File: src/hdl/irq_status_cfg.svh
`ifndef IRQ_STATUS_CFG_SVH
`define IRQ_STATUS_CFG_SVH

// register offsets on the plain register port (byte addresses)
`define OFS_REQ_MASK 8'h00
`define OFS_EDGE_SELECT 8'h04
`define OFS_MOD_TWO_LEVEL 8'h08
`define OFS_REQ_STATUS 8'h0c
`define OFS_REQ_RAW 8'h10
`define OFS_NOTIFY_STATUS 8'h14
`define OFS_NOTIFY_MASK 8'h18

// field positions inside the request status word
`define BIT_TICK 22
`define BIT_SERIAL_ONE 21
`define BIT_EXT_FIVE 20
`define BIT_EXT_SIX 19
`define BIT_EXT_THREE 18
`define BIT_EXT_TWO 17
`define BIT_EXT_ONE 16
`define BIT_MOD_TWO 13
`define BIT_EXT_BASE 16

// bits that exist, and the external bits that may run edge-triggered
`define STATUS_USED 32'h007f2000
`define EDGE_USED 32'h000f0000

// reset values
`define RST_REQ_MASK 32'h007f2000
`define RST_EDGE_SELECT 32'h00000000
`define RST_NOTIFY_MASK 32'h00000000
`define RST_MOD_TWO_LEVEL 3'h6

// legal range of the modulator two priority level
`define MOD_LEVEL_MIN 3'h1
`define MOD_LEVEL_MAX 3'h6

`endif

File: src/hdl/irq_status_pkg.sv
package irq_status_pkg;
	// one access on the register port
	typedef struct packed {
		logic [7:0] addr;
		logic [31:0] wdata;
		logic wr;
		logic rd;
	} reg_req_t;

	// full register word
	typedef logic [31:0] word_t;

	// the five external request pins, active low
	typedef struct packed {
		logic five_n;
		logic six_n;
		logic three_n;
		logic two_n;
		logic one_n;
	} ext_pins_t;
endpackage : irq_status_pkg

File: src/hdl/ext_request_cell.sv
`timescale 1ns/1ps

// one external request line: synchroniser, edge latch or level follower
module ext_request_cell #(
	parameter bit EDGE_CAPABLE = 1'b1
) (
	input wire logic i_clk,
	input wire logic i_rst_n,
	input wire logic i_pin_n,
	input wire logic i_edge_mode,
	input wire logic i_clear,
	output logic o_pending
);
	logic sync1_reg; // first stage, read only by the second
	logic sync2_reg; // safe copy of the pin
	logic prev_active_reg; // last sampled request level
	logic pending_reg; // latched or followed request
	logic active; // request asserted (pin low)
	logic fall; // new active edge this cycle
	logic edge_mode; // edge mode only where the line supports it

	assign active = ~sync2_reg;
	assign fall = active & ~prev_active_reg;
	assign edge_mode = EDGE_CAPABLE & i_edge_mode;
	assign o_pending = pending_reg;

	// two-stage synchroniser; idle pin is high
	always_ff @(posedge i_clk or negedge i_rst_n) begin
		if (!i_rst_n) begin
			sync1_reg <= 1'b1;
			sync2_reg <= 1'b1;
		end else begin
			sync1_reg <= i_pin_n;
			sync2_reg <= sync1_reg;
		end
	end

	// previous level for edge detection
	always_ff @(posedge i_clk or negedge i_rst_n) begin
		if (!i_rst_n) begin
			prev_active_reg <= 1'b0;
		end else begin
			prev_active_reg <= active;
		end
	end

	// edge mode latches until a write of one; a fresh edge beats the clear
	always_ff @(posedge i_clk or negedge i_rst_n) begin
		if (!i_rst_n) begin
			pending_reg <= 1'b0;
		end else if (edge_mode) begin
			pending_reg <= fall | (pending_reg & ~i_clear);
		end else begin
			pending_reg <= active;
		end
	end
endmodule : ext_request_cell

File: src/hdl/irq_status_upper.sv
// Decided for this implementation: the address-and-strobe port and the register offsets.
`timescale 1ns/1ps
`include "irq_status_cfg.svh"

module irq_status_upper (
	input wire logic i_clk,
	input wire logic i_rst_n,
	input wire logic [7:0] i_addr,
	input wire logic [31:0] i_wdata,
	input wire logic i_wr,
	input wire logic i_rd,
	output logic [31:0] o_rdata,
	input wire logic i_periodic_tick_flag,
	input wire logic i_serial_unit_one_flag,
	input wire logic i_modulator_two_flag,
	input wire logic i_ext_request_level_one_n,
	input wire logic i_ext_request_level_two_n,
	input wire logic i_ext_request_level_three_n,
	input wire logic i_ext_request_level_five_n,
	input wire logic i_ext_request_level_six_n,
	output logic [31:0] o_request_status,
	output logic [2:0] o_modulator_two_level,
	output logic o_irq
);
	// address match on the register port
	function automatic logic hit(input logic [7:0] addr, input logic [7:0] ofs);
		hit = (addr == ofs);
	endfunction : hit

	// legal modulator level check
	function automatic logic level_ok(input logic [2:0] lvl);
		level_ok = (lvl >= `MOD_LEVEL_MIN) && (lvl <= `MOD_LEVEL_MAX);
	endfunction : level_ok

	irq_status_pkg::reg_req_t req; // bundled port access
	irq_status_pkg::ext_pins_t pins; // bundled request pins
	irq_status_pkg::word_t mask_reg; // 1 blocks a source from the core
	irq_status_pkg::word_t edge_sel_reg; // 1 selects edge trigger
	irq_status_pkg::word_t status_reg; // requests posted to the core
	irq_status_pkg::word_t notify_reg; // sticky newly-posted events
	irq_status_pkg::word_t notify_mask_reg; // 1 lets an event drive o_irq
	irq_status_pkg::word_t rdata_reg; // read answer, one cycle late
	irq_status_pkg::word_t raw_req; // every source before masking
	irq_status_pkg::word_t status_next; // posted view for next cycle
	irq_status_pkg::word_t notify_next; // sticky events for next cycle
	irq_status_pkg::word_t notify_clr; // read clear of the event word
	logic [2:0] mod_level_reg; // priority level of modulator two
	logic irq_reg; // interrupt output flop
	logic [4:0] ext_pin_n; // pins in bit order 16..20
	logic [4:0] ext_pend; // per-line latched or followed request
	logic [4:0] ext_clear; // write-one clear per line
	logic wr_status; // write aimed at the status word

	assign req = '{addr: i_addr, wdata: i_wdata, wr: i_wr, rd: i_rd};
	assign pins = '{five_n: i_ext_request_level_five_n, six_n: i_ext_request_level_six_n,
		three_n: i_ext_request_level_three_n, two_n: i_ext_request_level_two_n,
		one_n: i_ext_request_level_one_n};
	// order matches status bits 16 (one) up to 20 (five)
	assign ext_pin_n = {pins.five_n, pins.six_n, pins.three_n, pins.two_n, pins.one_n};
	assign wr_status = req.wr && hit(req.addr, `OFS_REQ_STATUS);

	assign o_rdata = rdata_reg;
	assign o_request_status = status_reg;
	assign o_modulator_two_level = mod_level_reg;
	assign o_irq = irq_reg;

	// one cell per external line; level five has no edge mode, so no clear
	for (genvar k = 0; k < 5; k++) begin : g_ext
		// only a one written to a line in edge mode clears it; zeros do nothing
		assign ext_clear[k] = wr_status && req.wdata[`BIT_EXT_BASE + k]
			&& edge_sel_reg[`BIT_EXT_BASE + k];
		ext_request_cell #(
			.EDGE_CAPABLE(k != 4)
		) u_cell (
			.i_clk(i_clk),
			.i_rst_n(i_rst_n),
			.i_pin_n(ext_pin_n[k]),
			.i_edge_mode(edge_sel_reg[`BIT_EXT_BASE + k]),
			.i_clear(ext_clear[k]),
			.o_pending(ext_pend[k])
		);
	end

	// gather the sources into the status layout
	always_comb begin
		raw_req = '0;
		raw_req[`BIT_TICK] = i_periodic_tick_flag;
		raw_req[`BIT_SERIAL_ONE] = i_serial_unit_one_flag;
		raw_req[`BIT_EXT_FIVE] = ext_pend[4];
		raw_req[`BIT_EXT_SIX] = ext_pend[3];
		raw_req[`BIT_EXT_THREE] = ext_pend[2];
		raw_req[`BIT_EXT_TWO] = ext_pend[1];
		raw_req[`BIT_EXT_ONE] = ext_pend[0];
		raw_req[`BIT_MOD_TWO] = i_modulator_two_flag;
	end

	// masked sources stay out; reserved bits 15-14 never carry state
	assign status_next = raw_req & ~mask_reg & `STATUS_USED;

	// posted status, refreshed every cycle
	always_ff @(posedge i_clk or negedge i_rst_n) begin
		if (!i_rst_n) begin
			status_reg <= '0;
		end else begin
			status_reg <= status_next;
		end
	end

	// mask register: only implemented bits are stored
	always_ff @(posedge i_clk or negedge i_rst_n) begin
		if (!i_rst_n) begin
			mask_reg <= `RST_REQ_MASK;
		end else if (req.wr && hit(req.addr, `OFS_REQ_MASK)) begin
			mask_reg <= req.wdata & `STATUS_USED;
		end
	end

	// trigger select for lines one, two, three and six
	always_ff @(posedge i_clk or negedge i_rst_n) begin
		if (!i_rst_n) begin
			edge_sel_reg <= `RST_EDGE_SELECT;
		end else if (req.wr && hit(req.addr, `OFS_EDGE_SELECT)) begin
			edge_sel_reg <= req.wdata & `EDGE_USED;
		end
	end

	// modulator two level; an illegal code is refused, not stored
	always_ff @(posedge i_clk or negedge i_rst_n) begin
		if (!i_rst_n) begin
			mod_level_reg <= `RST_MOD_TWO_LEVEL;
		end else if (req.wr && hit(req.addr, `OFS_MOD_TWO_LEVEL) && level_ok(req.wdata[2:0])) begin
			mod_level_reg <= req.wdata[2:0];
		end
	end

	// event word: a newly posted bit is sticky until read; set beats read clear
	always_comb begin
		notify_clr = '0;
		if (req.rd && hit(req.addr, `OFS_NOTIFY_STATUS)) begin
			notify_clr = '1;
		end
		notify_next = (notify_reg & ~notify_clr) | (status_next & ~status_reg);
	end

	always_ff @(posedge i_clk or negedge i_rst_n) begin
		if (!i_rst_n) begin
			notify_reg <= '0;
		end else begin
			notify_reg <= notify_next;
		end
	end

	// event mask
	always_ff @(posedge i_clk or negedge i_rst_n) begin
		if (!i_rst_n) begin
			notify_mask_reg <= `RST_NOTIFY_MASK;
		end else if (req.wr && hit(req.addr, `OFS_NOTIFY_MASK)) begin
			notify_mask_reg <= req.wdata & `STATUS_USED;
		end
	end

	// level interrupt, registered so the output is glitch free
	always_ff @(posedge i_clk or negedge i_rst_n) begin
		if (!i_rst_n) begin
			irq_reg <= 1'b0;
		end else begin
			irq_reg <= |(notify_next & notify_mask_reg);
		end
	end

	// read answer; unmapped addresses and idle cycles return zero
	always_ff @(posedge i_clk or negedge i_rst_n) begin
		if (!i_rst_n) begin
			rdata_reg <= '0;
		end else if (!req.rd) begin
			rdata_reg <= '0;
		end else begin
			unique case (req.addr)
				`OFS_REQ_MASK: rdata_reg <= mask_reg;
				`OFS_EDGE_SELECT: rdata_reg <= edge_sel_reg;
				`OFS_MOD_TWO_LEVEL: rdata_reg <= {29'h0, mod_level_reg};
				`OFS_REQ_STATUS: rdata_reg <= status_reg;
				`OFS_REQ_RAW: rdata_reg <= raw_req & `STATUS_USED;
				`OFS_NOTIFY_STATUS: rdata_reg <= notify_reg;
				`OFS_NOTIFY_MASK: rdata_reg <= notify_mask_reg;
				default: rdata_reg <= '0;
			endcase
		end
	end
endmodule : irq_status_upper
File: config.mk
export PLATFORM = sky130hd
export DESIGN_NAME = irq_status_upper
export DESIGN_NICKNAME = d
export VERILOG_FILES = /design/src/hdl/irq_status_pkg.sv /design/src/hdl/ext_request_cell.sv /design/src/hdl/irq_status_upper.sv
export VERILOG_INCLUDE_DIRS = /design/src /design/src/hdl
export SDC_FILE = /design/constraint.sdc
export NUM_CORES = 1
export LEC_CHECK = 0
export CORE_ASPECT_RATIO = 0.9
export CORE_UTILIZATION = 40
export CTS_BUF_LIST = sky130_fd_sc_hd__clkbuf_8
export CTS_CLUSTER_DIAMETER = 50
export DETAILED_ROUTE_END_ITERATION = 8
export DONT_BUFFER_PORTS = 1
export HOLD_SLACK_MARGIN = 0.05
export PLACE_DENSITY = 0.64
export REMOVE_ABC_BUFFERS = 1
export SLEW_MARGIN = 30
export SYNTH_ARGS = -nofsm -noshare
export SYNTH_HDL_FRONTEND = slang
export SYNTH_SLANG_ARGS = --single-unit
File: constraint.sdc
create_clock -name i_clk -period 1.85 [get_ports i_clk]
set_clock_uncertainty 0.1 [all_clocks]
set_input_delay 0.185 -clock i_clk [delete_from_list [all_inputs] [get_ports i_clk]]
set_output_delay 0.185 -clock i_clk [all_outputs]
set_load 0.05 [all_outputs]
Word-level counts from Yosys, hierarchy flattened:

Index checks and enable logic that the tools add are counted.
Widths: inputs -> output; s select.

* bits in registers: 115
* output and inout port bits: 68
* input port bits: 52
* word-level logic and storage cells: 93

* multiplexer cells: 7
* reductions and logical operators: 18
* equal/unequal tests: 6
* magnitude comparators: 2
* bitwise logic cells: 33

Operators by type and width (number)
* $pmux 32 s7: 1
* $mux 32: 2
* $and 23x32->32: 1
* $and 32x23->32: 1
* $and 32x32->32: 1
* $not 23->32: 1
* $not 32->32: 1
* $or 32x32->32: 1
* $reduce_or 32->1: 1
* $eq 8x5->1 const B: 3
* $and 23x23->23: 1
* $not 23->23: 1
* $eq 8x4->1 const B: 2
* $logic_and 1x1->1: 16
* $not 1->1: 13
* $and 1x1->1: 8
* $eq 8x3->1 const B: 1
* $logic_not 8->1: 1
* $mux 1: 4
* $or 1x1->1: 4
* $ge 3x1->1 const B: 1
* $le 3x3->1 const B: 1

Longest topological paths before layout:

Gate-level depths: netlist of the first run.

* depth after elaboration: 8
* depth in mapped cells: 6
* gate-level depth less buffers: 5

Cells and area by module:

Synthesis of the first run repeated with hierarchy kept, for this count alone.

* cell total of the unflattened synthesis: 338
* area total of the unflattened synthesis: 4488.1 um^2

Modules (own cells, without submodules)
* irq_status_upper: area an instance 3911.3 um^2, sequential area each 2414.8 um^2, cells an instance 302, times used 1
* ext_request_cell (g_ext[0].u_cell ...): area an instance 123.9 um^2, sequential area each 102.6 um^2, cells an instance 8, times used 4
* ext_request_cell (g_ext[4].u_cell): area an instance 81.3 um^2, sequential area each 77.6 um^2, cells an instance 4, times used 1

Least setup slack after synthesis of the first run:

Ideal clock, no wire load.

* kind: input -> register
* start point: input port i_addr[5]
* end point: register notify_mask_reg[13]
* stages on the path: 5
* buffers on the path: 1
* setup slack: 0.329 ns
* required time: 1.625 ns
* arrival time: 1.296 ns
* library setup time: 0.125 ns
* cells stage by stage: nor4b_4 -> and3_1 -> buf_6 -> nand2_8 -> mux2_4

* longest elaborated chain between the ends: 2

Ends and longest elaborated chain
* start, declared: RTL line irq_status_upper.sv:8 `input wire logic [7:0] i_addr,`
* $eq 8x5->1: RTL line irq_status_upper.sv:27 `hit = (addr == ofs);`
* $logic_and 1x1->1: RTL line irq_status_upper.sv:157 `` end else if (req.wr && hit(req.addr, `OFS_NOTIFY_MASK)) begin ``
* end signal, assigned: RTL line irq_status_upper.sv:156 `` notify_mask_reg <= `RST_NOTIFY_MASK; ``
* end signal, assigned: RTL line irq_status_upper.sv:158 `` notify_mask_reg <= req.wdata & `STATUS_USED; ``
* end, declared: RTL line irq_status_upper.sv:41 `irq_status_pkg::word_t notify_mask_reg;`

Every way passes these cells.
A chain may end at the register's enable or synchronous reset.

Final worst setup path of the first run:

* start point: input port i_addr[3]
* end point: register mod_level_reg[0], in the netlist o_modulator_two_level[0]

* longest elaborated chain between the ends: 3

Ends and longest elaborated chain
* $eq 8x4->1: RTL line irq_status_upper.sv:27
* $logic_and 1x1->1 (2 in a row): RTL line irq_status_upper.sv:131 `` end else if (req.wr && hit(req.addr, `OFS_MOD_TWO_LEVEL) && level_ok(req.wdata[2:0])) begin ``
* end signal, assigned: RTL line irq_status_upper.sv:130 `` mod_level_reg <= `RST_MOD_TWO_LEVEL; ``
* end signal, assigned: RTL line irq_status_upper.sv:132 `mod_level_reg <= req.wdata[2:0];`
* end, declared: RTL line irq_status_upper.sv:47 `logic [2:0] mod_level_reg;`

Every way passes these cells.

==> results.py, run 1 <==
metrics = {
    "outcome": {
        "status": "finished with violations",
        "failed_checks": "negative hold slack",
    },
    "sta": {
        "holdWs_ps": -648,
        "hold_violations": 115,
        "peak_freq_mhz": 556,
        "timing.max_slew.rel_slack": 0.652,
        "rsz0062_at_grt": "no",
        "timing.final.max_slew_violations": 0,
        "tns_ps": 0,
        "timing.final.crit_period_ps": 1800,
        "min_period_over_period": 0.972,
        "finalSetupViolations": 0,
        "worst-slew-pin-transition_ps": 522,
    },
    "die": {
        "top_level_ports": 120,
        "start_util": 0.414,
        "die_h_um": 103,
        "core_region_area_mm2": 0.0109,
        "fp.dieW_um": 114,
        "die_area_mm2": 0.0117,
        "floorplan.rows": 36,
    },
    "setup_path": {
        "setup.worst_path.class": "primary input to flop",
        "cp.arrival_ps": 2020,
        "cp-end-kind": "flop",
        "critical_path.max_stage_delay_ps": 550,
        "cp_cell_sequence": "dlygate4sd3_1 -> nand3_1 -> nor2_2 -> mux2_2 -> dlygate4sd3_1",
        "timing.critical_path.slowest_stage_cell": "sky130_fd_sc_hd__dlygate4sd3_1",
        "critical_path.startpoint_type": "primary input",
        "critical-path-top-delay-family": "buffers and inverters",
        "crit_fanout": 7,
        "worst-path-buf-inv": 2,
        "path_common_cell": "sky130_fd_sc_hd__dlygate4sd3_1",
        "critical_path_data_required_time_ps": 2070,
    },
    "power_and_ir_drop": {
        "power.switching_mw": 1.25,
        "static-leakage-power_nw": 2.59,
        "sw_frac_of_total": 0.228,
        "power_share_of_the_combinational_group": 0.059,
        "vdd_ir_drop_max_mv": 0.537,
        "p_seq_frac": 0.487,
        "report.power.total_mw": 5.48,
        "power_frac_clock": 0.453,
        "p_int_mw": 4.23,
        "powerDensity_mw_per_mm2": 985,
    },
    "drt": {
        "first_pass_drt_iterations": 5,
        "drt_iter0_markers": 207,
        "drc": 0,
        "post_drt_via_cell_ratio": 4.82,
        "detailroute.via_count": 2698,
        "finalWirelength_um": 9210,
        "per_cell_routed_wire_length_um": 16.4,
        "drtAntennaViolNets": 0,
    },
    "layout": {
        "antenna_cells": 0,
        "post_route_cells_drive_above_1_share": 0.262,
        "design.final.nets": 447,
        "area_delta_synth_final_pct": 23.2,
    },
    "global_route": {
        "grt_pass1_vias": 2759,
        "globalRoute.totalOverflow": 0,
        "global_route_wire_length_before_repair_um": 14800,
        "grt_start_max_net_pins": 116,
        "globalRouteTotalUtil": 0.174,
        "number_of_antenna_violations_at_the_first_check_in_global_routing": 0,
    },
    "synthesis": {
        "synth.yosys.seq_area_share": 0.643,
        "synth.cell_area_mm2": 0.00452,
        "synth-edff-count": 0,
        "yosys.cell_types.count": 49,
        "synth_top_flop_cell": "sky130_fd_sc_hd__dfrtp_1",
        "synth_simple_gate_area_share": 0.138,
        "synth_fa_ha_area_frac": 0,
        "synth_top_family_by_area": "simple AND/OR/NAND/NOR gates",
        "synthesis.yosys.warnings": 0,
        "synthesis.instances": 326,
        "multiplexer_fraction_of_the_synthesized_cell_area": 0.0640,
        "synthXorXnorAreaFrac": 0,
        "ys_ff_latch": 115,
        "synth_compound_area_frac": 0.0878,
        "synth_area_per_cell_um2": 13.9,
        "synthArstFlopShare": 1.00,
    },
    "clock_tree": {
        "ctsLongestPathBuffers": 2,
        "tritoncts.num_buffers": 17,
        "tritoncts": "done",
        "insertion_delay_of_the_later_clocked_pin_in_the_worst_skew_pair_ps": 430,
        "clk_root_buffer_cell": "sky130_fd_sc_hd__clkbuf_8",
        "h_tree_levels": 4,
        "post-cts-setup-buffers": 0,
        "cts.clk_slew.worst_paths_ps": 70,
        "count_of_clock_tree_sinks": 115,
        "cts_hold_repair.buffers": 47,
    },
    "job": {
        "maxCapViolations": 0,
    },
    "hold_path": {
        "min-delay-path-class": "primary input to asynchronous set/reset pin",
    },
    "placed_design": {
        "io_buffers": 0,
        "hpwl_um": 5690,
        "place_congestion": 0.769,
    },
}
## per-stage QoR
stage	cells	hold slack [ps]	cell area, µm²	worst slack (ps)	utilization
after floorplan	314	-211	4350	199	-
after global placement	481	-205	4650	112	0.427
after detailed placement	481	-205	4650	109	0.427
after CTS	560	-685	5550	29.2	0.509
after global routing	560	-699	5560	18.2	0.510
final	560	-648	5560	51.6	0.510
## synth_stat cells (4+ instances only)
library cell / number / area share
sky130_fd_sc_hd__a21oi_1: 13 / 0.014
sky130_fd_sc_hd__a222oi_1: 12 / 0.027
sky130_fd_sc_hd__a22o_1: 5 / 0.0097
sky130_fd_sc_hd__a22oi_1: 5 / 0.0083
sky130_fd_sc_hd__and2_1: 45 / 0.062
sky130_fd_sc_hd__buf_4: 25 / 0.042
sky130_fd_sc_hd__clkbuf_2: 4 / 0.0044
sky130_fd_sc_hd__dfrtp_1: 95 / 0.53
sky130_fd_sc_hd__dfstp_2: 20 / 0.12
sky130_fd_sc_hd__inv_1: 12 / 0.010
sky130_fd_sc_hd__mux2_2: 12 / 0.030
sky130_fd_sc_hd__mux2_4: 8 / 0.027
sky130_fd_sc_hd__nand3_1: 9 / 0.010
sky130_fd_sc_hd__nor2b_1: 10 / 0.014
## metal layers
| metal | track usage | vias up | part of all wire |
|---|---|---|---|
| li1 | - | 1231 | - |
| met1 | 0.222 | 1363 | 0.42 |
| met2 | 0.267 | 97 | 0.49 |
| met3 | 0.0664 | 7 | 0.075 |
| met4 | 0.0719 | 0 | 0.011 |
| met5 | 0 | - | 0 |
## worst paths after layout
path / start / cells after the start / endpoint / slack (ps)
worst max-delay path: i_addr[3] / 5 / o_modulator_two_level[0] / 50
worst min-delay path: i_rst_n / 0 / g_ext[0].u_cell.prev_active_reg / -650
worst max register to register: mask_reg[19] / 5 / notify_reg[19] / 150
worst min register to register: g_ext[4].u_cell.sync1_reg / 0 / g_ext[4].u_cell.sync2_reg / 250
max in group asynchronous: i_rst_n / 0 / g_ext[4].u_cell.sync1_reg / 2050
min in group i_clk: i_addr[5] / 3 / notify_reg[22] / 80
## kinds of logic after synthesis
| kind of cell | count (synthesis) |
|---|---|
| simple gates | 89 |
| mux | 23 |
| flops | 115 |
| buf+inv | 47 |
| other cells | 1 |
| compound gates | 51 |
## power groups by stage
stage,registers [mW],logic (mW),clock network (mW)
after floorplan,2.73,0.185,0
after global placement,2.71,0.248,0
after detailed placement,2.71,0.252,0
after CTS,2.67,0.323,2.56
after global routing,2.67,0.346,2.68
final,2.67,0.326,2.48
## repair_timing
item	4_1_cts	5_1_grt
resized for setup	0	4
endpoints found under the hold margin	167	115
endpoints found under the setup margin	0	13
## cell type report
cell class / instances / area (µm²)
fill: 959 / 5340
sequential: 115 / 2900
multi-input combinational: 187 / 1410
timing repair buffer: 62 / 583
clock buffer: 19 / 262
tap: 152 / 190
clock inverter: 13 / 166
inverter: 12 / 45.0
## cells in the final DEF (no fill, tap or decap), types with 2 or more instances in the layout
cell                            instances
sky130_fd_sc_hd__nand3_1                9
sky130_fd_sc_hd__nor4b_4                2
sky130_fd_sc_hd__a31o_2                 3
sky130_fd_sc_hd__nor3b_1                2
sky130_fd_sc_hd__dfrtp_1               95
sky130_fd_sc_hd__mux2_4                 8
sky130_fd_sc_hd__nor2b_1               10
sky130_fd_sc_hd__a22oi_1                5
sky130_fd_sc_hd__buf_4                 15
sky130_fd_sc_hd__inv_1                 15
sky130_fd_sc_hd__clkbuf_8              19
sky130_fd_sc_hd__o21ai_1                2
sky130_fd_sc_hd__a22o_2                 2
sky130_fd_sc_hd__nor2_2                 2
sky130_fd_sc_hd__o21a_1                 2
sky130_fd_sc_hd__clkinv_2               4
sky130_fd_sc_hd__a21oi_1               13
sky130_fd_sc_hd__mux2_1                 3
sky130_fd_sc_hd__bufinv_16              4
sky130_fd_sc_hd__a22o_1                 5
sky130_fd_sc_hd__and2_1                45
sky130_fd_sc_hd__a222oi_1              12
sky130_fd_sc_hd__clkinvlp_4             2
sky130_fd_sc_hd__nor3_1                 2
sky130_fd_sc_hd__conb_1                24
sky130_fd_sc_hd__and2_2                 2
sky130_fd_sc_hd__dlygate4sd3_1         47
sky130_fd_sc_hd__a21o_1                 2
sky130_fd_sc_hd__dfstp_2               20
sky130_fd_sc_hd__and3_2                 2
sky130_fd_sc_hd__mux2_2                12
Note: power is estimated with default switching activity, not from simulation.
==> inputs of run 2 (changes only) <==
ABC_AREA = 1   (was not set)
==> run 2 against run 1 <==
Net effect: the flow still finishes with violations (negative hold slack); final cell count rose by 30%; non-clock buffer count fell by 13; synthesized cell count rose by 54%; largest cell class unchanged.
==> results.py, run 2 <==
metrics = {
    "synthesis": {
        "synthArstFlopShare": 1.00,
        "synth.cell_area_mm2": 0.00472,
        "synth.area.top_cells": "sky130_fd_sc_hd__dfrtp_1, sky130_fd_sc_hd__dfstp_2, sky130_fd_sc_hd__nand2_1, sky130_fd_sc_hd__inv_1, sky130_fd_sc_hd__nor2_1",
        "synthesis.instances": 502,
        "synth_area_per_cell_um2": 9.40,
        "synth.cells.most_frequent": "sky130_fd_sc_hd__nand2_1, sky130_fd_sc_hd__dfrtp_1, sky130_fd_sc_hd__inv_1",
        "synth.top_cell.area_share": 0.504,
        "synth-edff-count": 0,
        "synthesis.yosys.warnings": 0,
        "synth_top_flop_cell": "sky130_fd_sc_hd__dfrtp_1",
        "synth.yosys.seq_area_share": 0.615,
        "ys_ff_latch": 115,
        "synth_area_leader_cell": "sky130_fd_sc_hd__dfrtp_1",
        "yosysMostFrequentCell": "sky130_fd_sc_hd__nand2_1",
        "yosys.cell_types.count": 28,
    },
    "layout": {
        "final-seq-area_mm2": 0.00290,
        "area_delta_synth_final_pct": 18.8,
        "design.final.nets": 612,
        "mostFrequentLayoutCell": "sky130_fd_sc_hd__nand2_1",
        "multi_input_area_mm2": 0.00131,
        "final_cell_count_no_fill": 729,
        "antenna_cells": 0,
        "fill_cells": 1111,
        "post_route_cells_drive_above_1_share": 0.169,
        "most-common-layout-cells": "sky130_fd_sc_hd__nand2_1, sky130_fd_sc_hd__dfrtp_1, sky130_fd_sc_hd__inv_1",
    },
    "sta": {
        "rsz0062_at_grt": "yes",
        "hold_violations": 115,
        "peak_freq_mhz": 557,
        "finalSetupViolations": 0,
        "timing.final.crit_period_ps": 1790,
        "worst-slew-pin-transition_ps": 516,
        "min_period_over_period": 0.970,
        "timing.max_slew.rel_slack": 0.656,
        "finalWorstSetupSlack_ps": 55.6,
        "holdWs_ps": -648,
        "timing.final.max_slew_violations": 0,
    },
    "setup_path": {
        "cp-end-kind": "flop",
        "crit_fanout": 6,
        "critical_path.startpoint_type": "primary input",
        "r2r_start": "o_modulator_two_level[2]",
        "cp.arrival_ps": 2040,
        "cp_cell_sequence": "dlygate4sd3_1 -> nand3_2 -> nor2_4 -> nand4_1 -> nand2_1 -> o21ai_1 -> dlygate4sd3_1",
        "critical_path_data_required_time_ps": 2100,
        "timing.critical_path.from": "i_addr[3]",
        "critical_path.max_stage_delay_ps": 560,
        "setup.worst_path.class": "primary input to flop",
        "path_common_cell": "sky130_fd_sc_hd__dlygate4sd3_1",
        "timing.critical_path.slowest_stage_cell": "sky130_fd_sc_hd__dlygate4sd3_1",
    },
    "drt": {
        "per_cell_routed_wire_length_um": 12.8,
        "first_pass_drt_iterations": 4,
        "finalWirelength_um": 9350,
        "detailroute.via_count": 3203,
        "post_drt_via_cell_ratio": 4.39,
        "drtAntennaViolNets": 0,
        "drt_iter0_markers": 194,
        "drc": 0,
    },
    "global_route": {
        "global_route_wire_length_before_repair_um": 15500,
        "grt_pass1_vias": 3187,
        "number_of_antenna_violations_at_the_first_check_in_global_routing": 0,
        "grt_start_max_net_pins": 116,
        "globalRoute.totalOverflow": 0,
        "globalRouteTotalUtil": 0.171,
    },
    "clock_tree": {
        "tritoncts.num_buffers": 17,
        "ctsLongestPathBuffers": 2,
        "cts_hold_repair.buffers": 30,
        "cts.clk_slew.worst_paths_ps": 70,
        "h_tree_levels": 4,
        "insertion_delay_of_the_later_clocked_pin_in_the_worst_skew_pair_ps": 430,
        "count_of_clock_tree_sinks": 115,
        "clk_root_buffer_cell": "sky130_fd_sc_hd__clkbuf_8",
        "tritoncts": "done",
    },
    "power_and_ir_drop": {
        "power_frac_clock": 0.431,
        "report.power.total_mw": 5.44,
        "p_seq_frac": 0.500,
        "sw_frac_of_total": 0.245,
        "power.switching_mw": 1.33,
        "power_share_of_the_combinational_group": 0.069,
        "static-leakage-power_nw": 2.94,
        "vdd_ir_drop_max_mv": 0.568,
        "p_int_mw": 4.11,
        "powerDensity_mw_per_mm2": 971,
    },
    "die": {
        "fp.dieW_um": 117,
        "die_h_um": 105,
        "top_level_ports": 120,
        "die_area_mm2": 0.0122,
        "start_util": 0.411,
        "core_region_area_mm2": 0.0115,
        "floorplan.rows": 37,
    },
    "placed_design": {
        "pre_cts_ws_ps": 288,
        "io_buffers": 0,
        "hpwl_um": 6110,
        "dp_cells": 663,
        "place_congestion": 0.815,
    },
    "outcome": {
        "status": "finished with violations",
        "failed_checks": "negative hold slack",
    },
    "job": {
        "maxCapViolations": 0,
    },
    "hold_path": {
        "min-delay-path-class": "primary input to asynchronous set/reset pin",
    },
}
[run 2: changes by cell type after synthesis, sizes merged, moves of 15 or more]
cell and change:
nand2 +129, inv +81, nor2 +57, and2 -46
mux2 -23, nand3 +15
[run 2: worst paths after layout]
check / to / slack [ps] / depth (start not counted)
worst min register to register: g_ext[2].u_cell.sync2_reg / 260 / 0
max in group asynchronous: g_ext[4].u_cell.sync2_reg / 2040 / 0
worst min-delay path: notify_mask_reg[18] / -650 / 0
min in group i_clk: mask_reg[18] / 130 / 5
worst max-delay path: o_modulator_two_level[2] / 60 / 7
worst max register to register: o_modulator_two_level[2] / 240 / 3
[run 2: worst max-delay path: cells and delay by family]
| family | cells | cell delay (ps) |
|---|---|---|
| AO/OA/AOI/OAI | 1 | 70 |
| buffers and inverters | 2 | 1110 |
| AND/OR/NAND/NOR | 4 | 670 |
[run 2: final cells by class]
type | count | area share
Clock buffer | 19 | 0.0466
Clock inverter | 13 | 0.0254
Inverter | 93 | 0.0627
Multi-Input combinational cell | 284 | 0.234
Sequential cell | 115 | 0.518
Tap cell | 156 | 0.0348
Timing Repair Buffer | 49 | 0.0786
[run 2: layer usage]
metal | global-route usage | wire length, µm
met4 | 0.0604 | 68
met1 | 0.223 | 4170
met3 | 0.0661 | 662
met5 | 0 | 0
met2 | 0.258 | 4450
[run 2: cell families (layout without fill, tap and decap cells)]
| group | count (synthesis) | count (layout) | share of synthesized area |
|---|---|---|---|
| AOI/OAI and AO/OA | 38 | 38 | 0.0493 |
| DFF | 115 | 115 | 0.615 |
| buffers and inverters | 126 | 174 | 0.127 |
| other | 1 | 24 | 0.000794 |
| and+or+nand+nor | 222 | 222 | 0.208 |
[run 2: metrics by stage]
stage | area [µm²] | utilization | hold WS, ps | setup TNS, ps
6_report | 5610 | 0.488 | -648 | 0
3_3_place_gp | 4860 | 0.424 | -207 | 0
5_1_grt | 5610 | 0.488 | -695 | -9.42
3_5_place_dp | 4860 | 0.424 | -208 | 0
4_1_cts | 5570 | 0.485 | -687 | 0
2_1_floorplan | 4560 | - | -211 | 0
[run 2: what timing repair did]
action | in CTS | in global routing
gates resized for setup | 0 | 3
endpoints found under the setup margin | 0 | 5
endpoints found under the hold margin | 172 | 115
buffers inserted | 0 | 5
[run 2: power groups by stage]
stage               logic [mW]  registers, mW  clock network [mW]
floorplan                0.245           2.78                   0
global placement         0.318           2.76                   0
detailed placement       0.325           2.77                   0
CTS                      0.376           2.72                2.43
global route             0.412           2.73                2.53
finish                   0.376           2.72                2.34
==> inputs of run 3 (changes only) <==
SYNTH_HIERARCHICAL = 1   (was not set)
==> run 3 against run 2 <==
Net effect: the run still ends with negative hold slack left; setup slack gained 28 ps; clock-buffer cell count grew 5; cell area shrank 2.3%; combinational power shrank 9.0%; register-to-register slack lost 20 ps; critical endpoint is now mask_reg[22]; largest power group unchanged.
==> results.py, run 3 <==
metrics = {
    "placed_design": {
        "pre_cts_ws_ps": 232,
        "hpwl_um": 6040,
        "place_congestion": 0.868,
        "io_buffers": 0,
        "post_dp_cell_area_mm2": 0.00484,
    },
    "setup_path": {
        "worst-r2r-cell-count": 3,
        "rr_endpoint": "o_modulator_two_level[1]",
        "cp-end-kind": "flop",
        "r2r_start": "o_modulator_two_level[1]",
        "cp.arrival_ps": 2020,
        "reg2reg_slack_ps": 220,
        "critical_path.startpoint_type": "primary input",
        "crit_fanout": 6,
        "critical_path_data_required_time_ps": 2100,
        "setup.worst_path.class": "primary input to flop",
    },
    "synthesis": {
        "synthesis.instances": 509,
        "synth_fa_ha_area_frac": 0,
        "synth.yosys.seq_area_share": 0.620,
        "synth.cells.most_frequent": "sky130_fd_sc_hd__nand2_1, sky130_fd_sc_hd__dfrtp_1, sky130_fd_sc_hd__inv_1",
        "synth_area_per_cell_um2": 9.19,
        "synth_top_family_by_area": "simple AND/OR/NAND/NOR gates",
        "multiplexer_fraction_of_the_synthesized_cell_area": 0.00481,
        "synth.cell_area_mm2": 0.00468,
        "synth_top_flop_cell": "sky130_fd_sc_hd__dfrtp_1",
        "synth.top_cell.area_share": 0.508,
        "synth.area.top_cells": "sky130_fd_sc_hd__dfrtp_1, sky130_fd_sc_hd__dfstp_2, sky130_fd_sc_hd__nand2_1, sky130_fd_sc_hd__inv_1, sky130_fd_sc_hd__nor2_1",
        "synth-edff-count": 0,
        "yosys.cell_types.count": 25,
        "synth_compound_area_frac": 0.0399,
        "synthArstFlopShare": 1.00,
        "synthXorXnorAreaFrac": 0,
        "synthesis.yosys.warnings": 6,
        "synth_simple_gate_area_share": 0.207,
        "yosysMostFrequentCell": "sky130_fd_sc_hd__nand2_1",
        "ys_ff_latch": 115,
        "synth_area_leader_cell": "sky130_fd_sc_hd__dfrtp_1",
    },
    "drt": {
        "drtAntennaViolNets": 0,
        "drt_iter0_markers": 248,
        "post_drt_via_cell_ratio": 4.42,
        "per_cell_routed_wire_length_um": 12.9,
        "drc": 0,
        "finalWirelength_um": 9390,
        "first_pass_drt_iterations": 4,
        "detailroute.via_count": 3224,
    },
    "layout": {
        "post_route_cells_drive_above_1_share": 0.139,
        "most-common-layout-cells": "sky130_fd_sc_hd__nand2_1, sky130_fd_sc_hd__inv_1, sky130_fd_sc_hd__dfrtp_1",
        "final_core_utilization": 0.481,
        "area_delta_synth_final_pct": 17.1,
        "antenna_cells": 0,
        "final-seq-area_mm2": 0.00290,
        "post-route-cell-area_mm2": 0.00548,
        "fill_cells": 1091,
        "design.final.nets": 613,
        "mostFrequentLayoutCell": "sky130_fd_sc_hd__nand2_1",
        "multi_input_area_mm2": 0.00127,
    },
    "sta": {
        "hold_violations": 115,
        "tns_ps": 0,
        "timing.max_slew.rel_slack": 0.655,
        "finalWorstSetupSlack_ps": 83.6,
        "finalSetupViolations": 0,
        "holdWs_ps": -635,
        "worst-slew-pin-transition_ps": 518,
        "timing.final.crit_period_ps": 1770,
        "peak_freq_mhz": 566,
        "timing.final.max_slew_violations": 0,
        "rsz0062_at_grt": "no",
        "min_period_over_period": 0.955,
    },
    "clock_tree": {
        "tritoncts.num_buffers": 17,
        "insertion_delay_of_the_later_clocked_pin_in_the_worst_skew_pair_ps": 420,
        "count_of_clock_tree_sinks": 115,
        "cts.clk_slew.worst_paths_ps": 60,
        "post-cts-setup-buffers": 0,
        "ctsLongestPathBuffers": 2,
        "tritoncts": "done",
        "clk_root_buffer_cell": "sky130_fd_sc_hd__clkbuf_8",
        "cts_hold_repair.buffers": 27,
        "h_tree_levels": 4,
    },
    "die": {
        "fp.dieW_um": 116,
        "start_util": 0.411,
        "top_level_ports": 120,
        "core_region_area_mm2": 0.0114,
        "floorplan.rows": 37,
        "die_area_mm2": 0.0121,
        "die_h_um": 105,
    },
    "outcome": {
        "failed_checks": "negative hold slack",
        "status": "finished with violations",
    },
    "power_and_ir_drop": {
        "vdd_ir_drop_max_mv": 0.553,
        "static-leakage-power_nw": 2.83,
        "powerDensity_mw_per_mm2": 928,
    },
    "global_route": {
        "globalRoute.totalOverflow": 0,
        "globalRouteTotalUtil": 0.179,
        "number_of_antenna_violations_at_the_first_check_in_global_routing": 0,
        "grt_pass1_vias": 3345,
        "global_route_wire_length_before_repair_um": 16000,
        "grt_start_max_net_pins": 116,
    },
    "job": {
        "maxCapViolations": 0,
    },
    "hold_path": {
        "min-delay-path-class": "primary input to asynchronous set/reset pin",
    },
}
[run 3: stage by stage]
stage | instances | total power [mW]
2_1_floorplan | 499 | 2.94
3_3_place_gp | 671 | 2.99
3_5_place_dp | 671 | 3.00
4_1_cts | 730 | 5.18
5_1_grt | 730 | 5.33
6_report | 730 | 5.08
[run 3: timing repair]
action / 4_1_cts / 5_1_grt
resized for setup: 0 / 1
setup endpoints to repair: 0 / 1
hold endpoints to repair: 169 / 115
[run 3: cells by family (layout without fill, tap and decap cells)]
kind of cell | count (synthesis) | count (layout)
mux | 2 | 2
other cells | 1 | 24
buf+inv | 128 | 170
compound gates | 32 | 32
flops | 115 | 115
simple gates | 231 | 231
[run 3: critical path: stages]
cell                            delay (ps)
sky130_fd_sc_hd__nor2_1                 80
sky130_fd_sc_hd__nand3_1               210
sky130_fd_sc_hd__nor2_4                170
sky130_fd_sc_hd__buf_4                 160
sky130_fd_sc_hd__nand3_1                60
sky130_fd_sc_hd__dlygate4sd3_1         550
sky130_fd_sc_hd__nand2_1                50
sky130_fd_sc_hd__dlygate4sd3_1         540
[run 3: how the worst max path moves through the flow]
stage	start	endpoint	slack, ps
floorplan	i_addr[3]	o_irq	340
global placement	i_addr[3]	o_rdata[22]	270
detailed placement	i_addr[3]	o_rdata[22]	230
CTS	i_addr[5]	mask_reg[22]	110
global route	i_addr[0]	o_modulator_two_level[2]	0.1
finish	i_addr[5]	mask_reg[22]	80
[run 3: area by class of cell]
cell class | count | share of cell area
Timing Repair Buffer | 43 | 0.0712
Inverter | 95 | 0.0651
Tap cell | 156 | 0.0356
Clock inverter | 8 | 0.00639
Sequential cell | 115 | 0.530
Multi-Input combinational cell | 289 | 0.232
Clock buffer | 24 | 0.0603
[run 3: power breakdown]
part	switching [mW]	internal, mW	total [mW]
Combinational	0.248	0.0939	0.342
Sequential	0.0581	2.61	2.67
Clock	0.926	1.15	2.08
Total	1.23	3.85	5.08
[run 3: layer usage]
| metal | global-route usage | vias up | routed length [µm] |
|---|---|---|---|
| met5 | 0 | - | 0 |
| met1 | 0.227 | 1507 | 4080 |
| li1 | - | 1580 | - |
| met2 | 0.266 | 115 | 4400 |
| met3 | 0.0725 | 22 | 685 |
| met4 | 0.0788 | 0 | 230 |
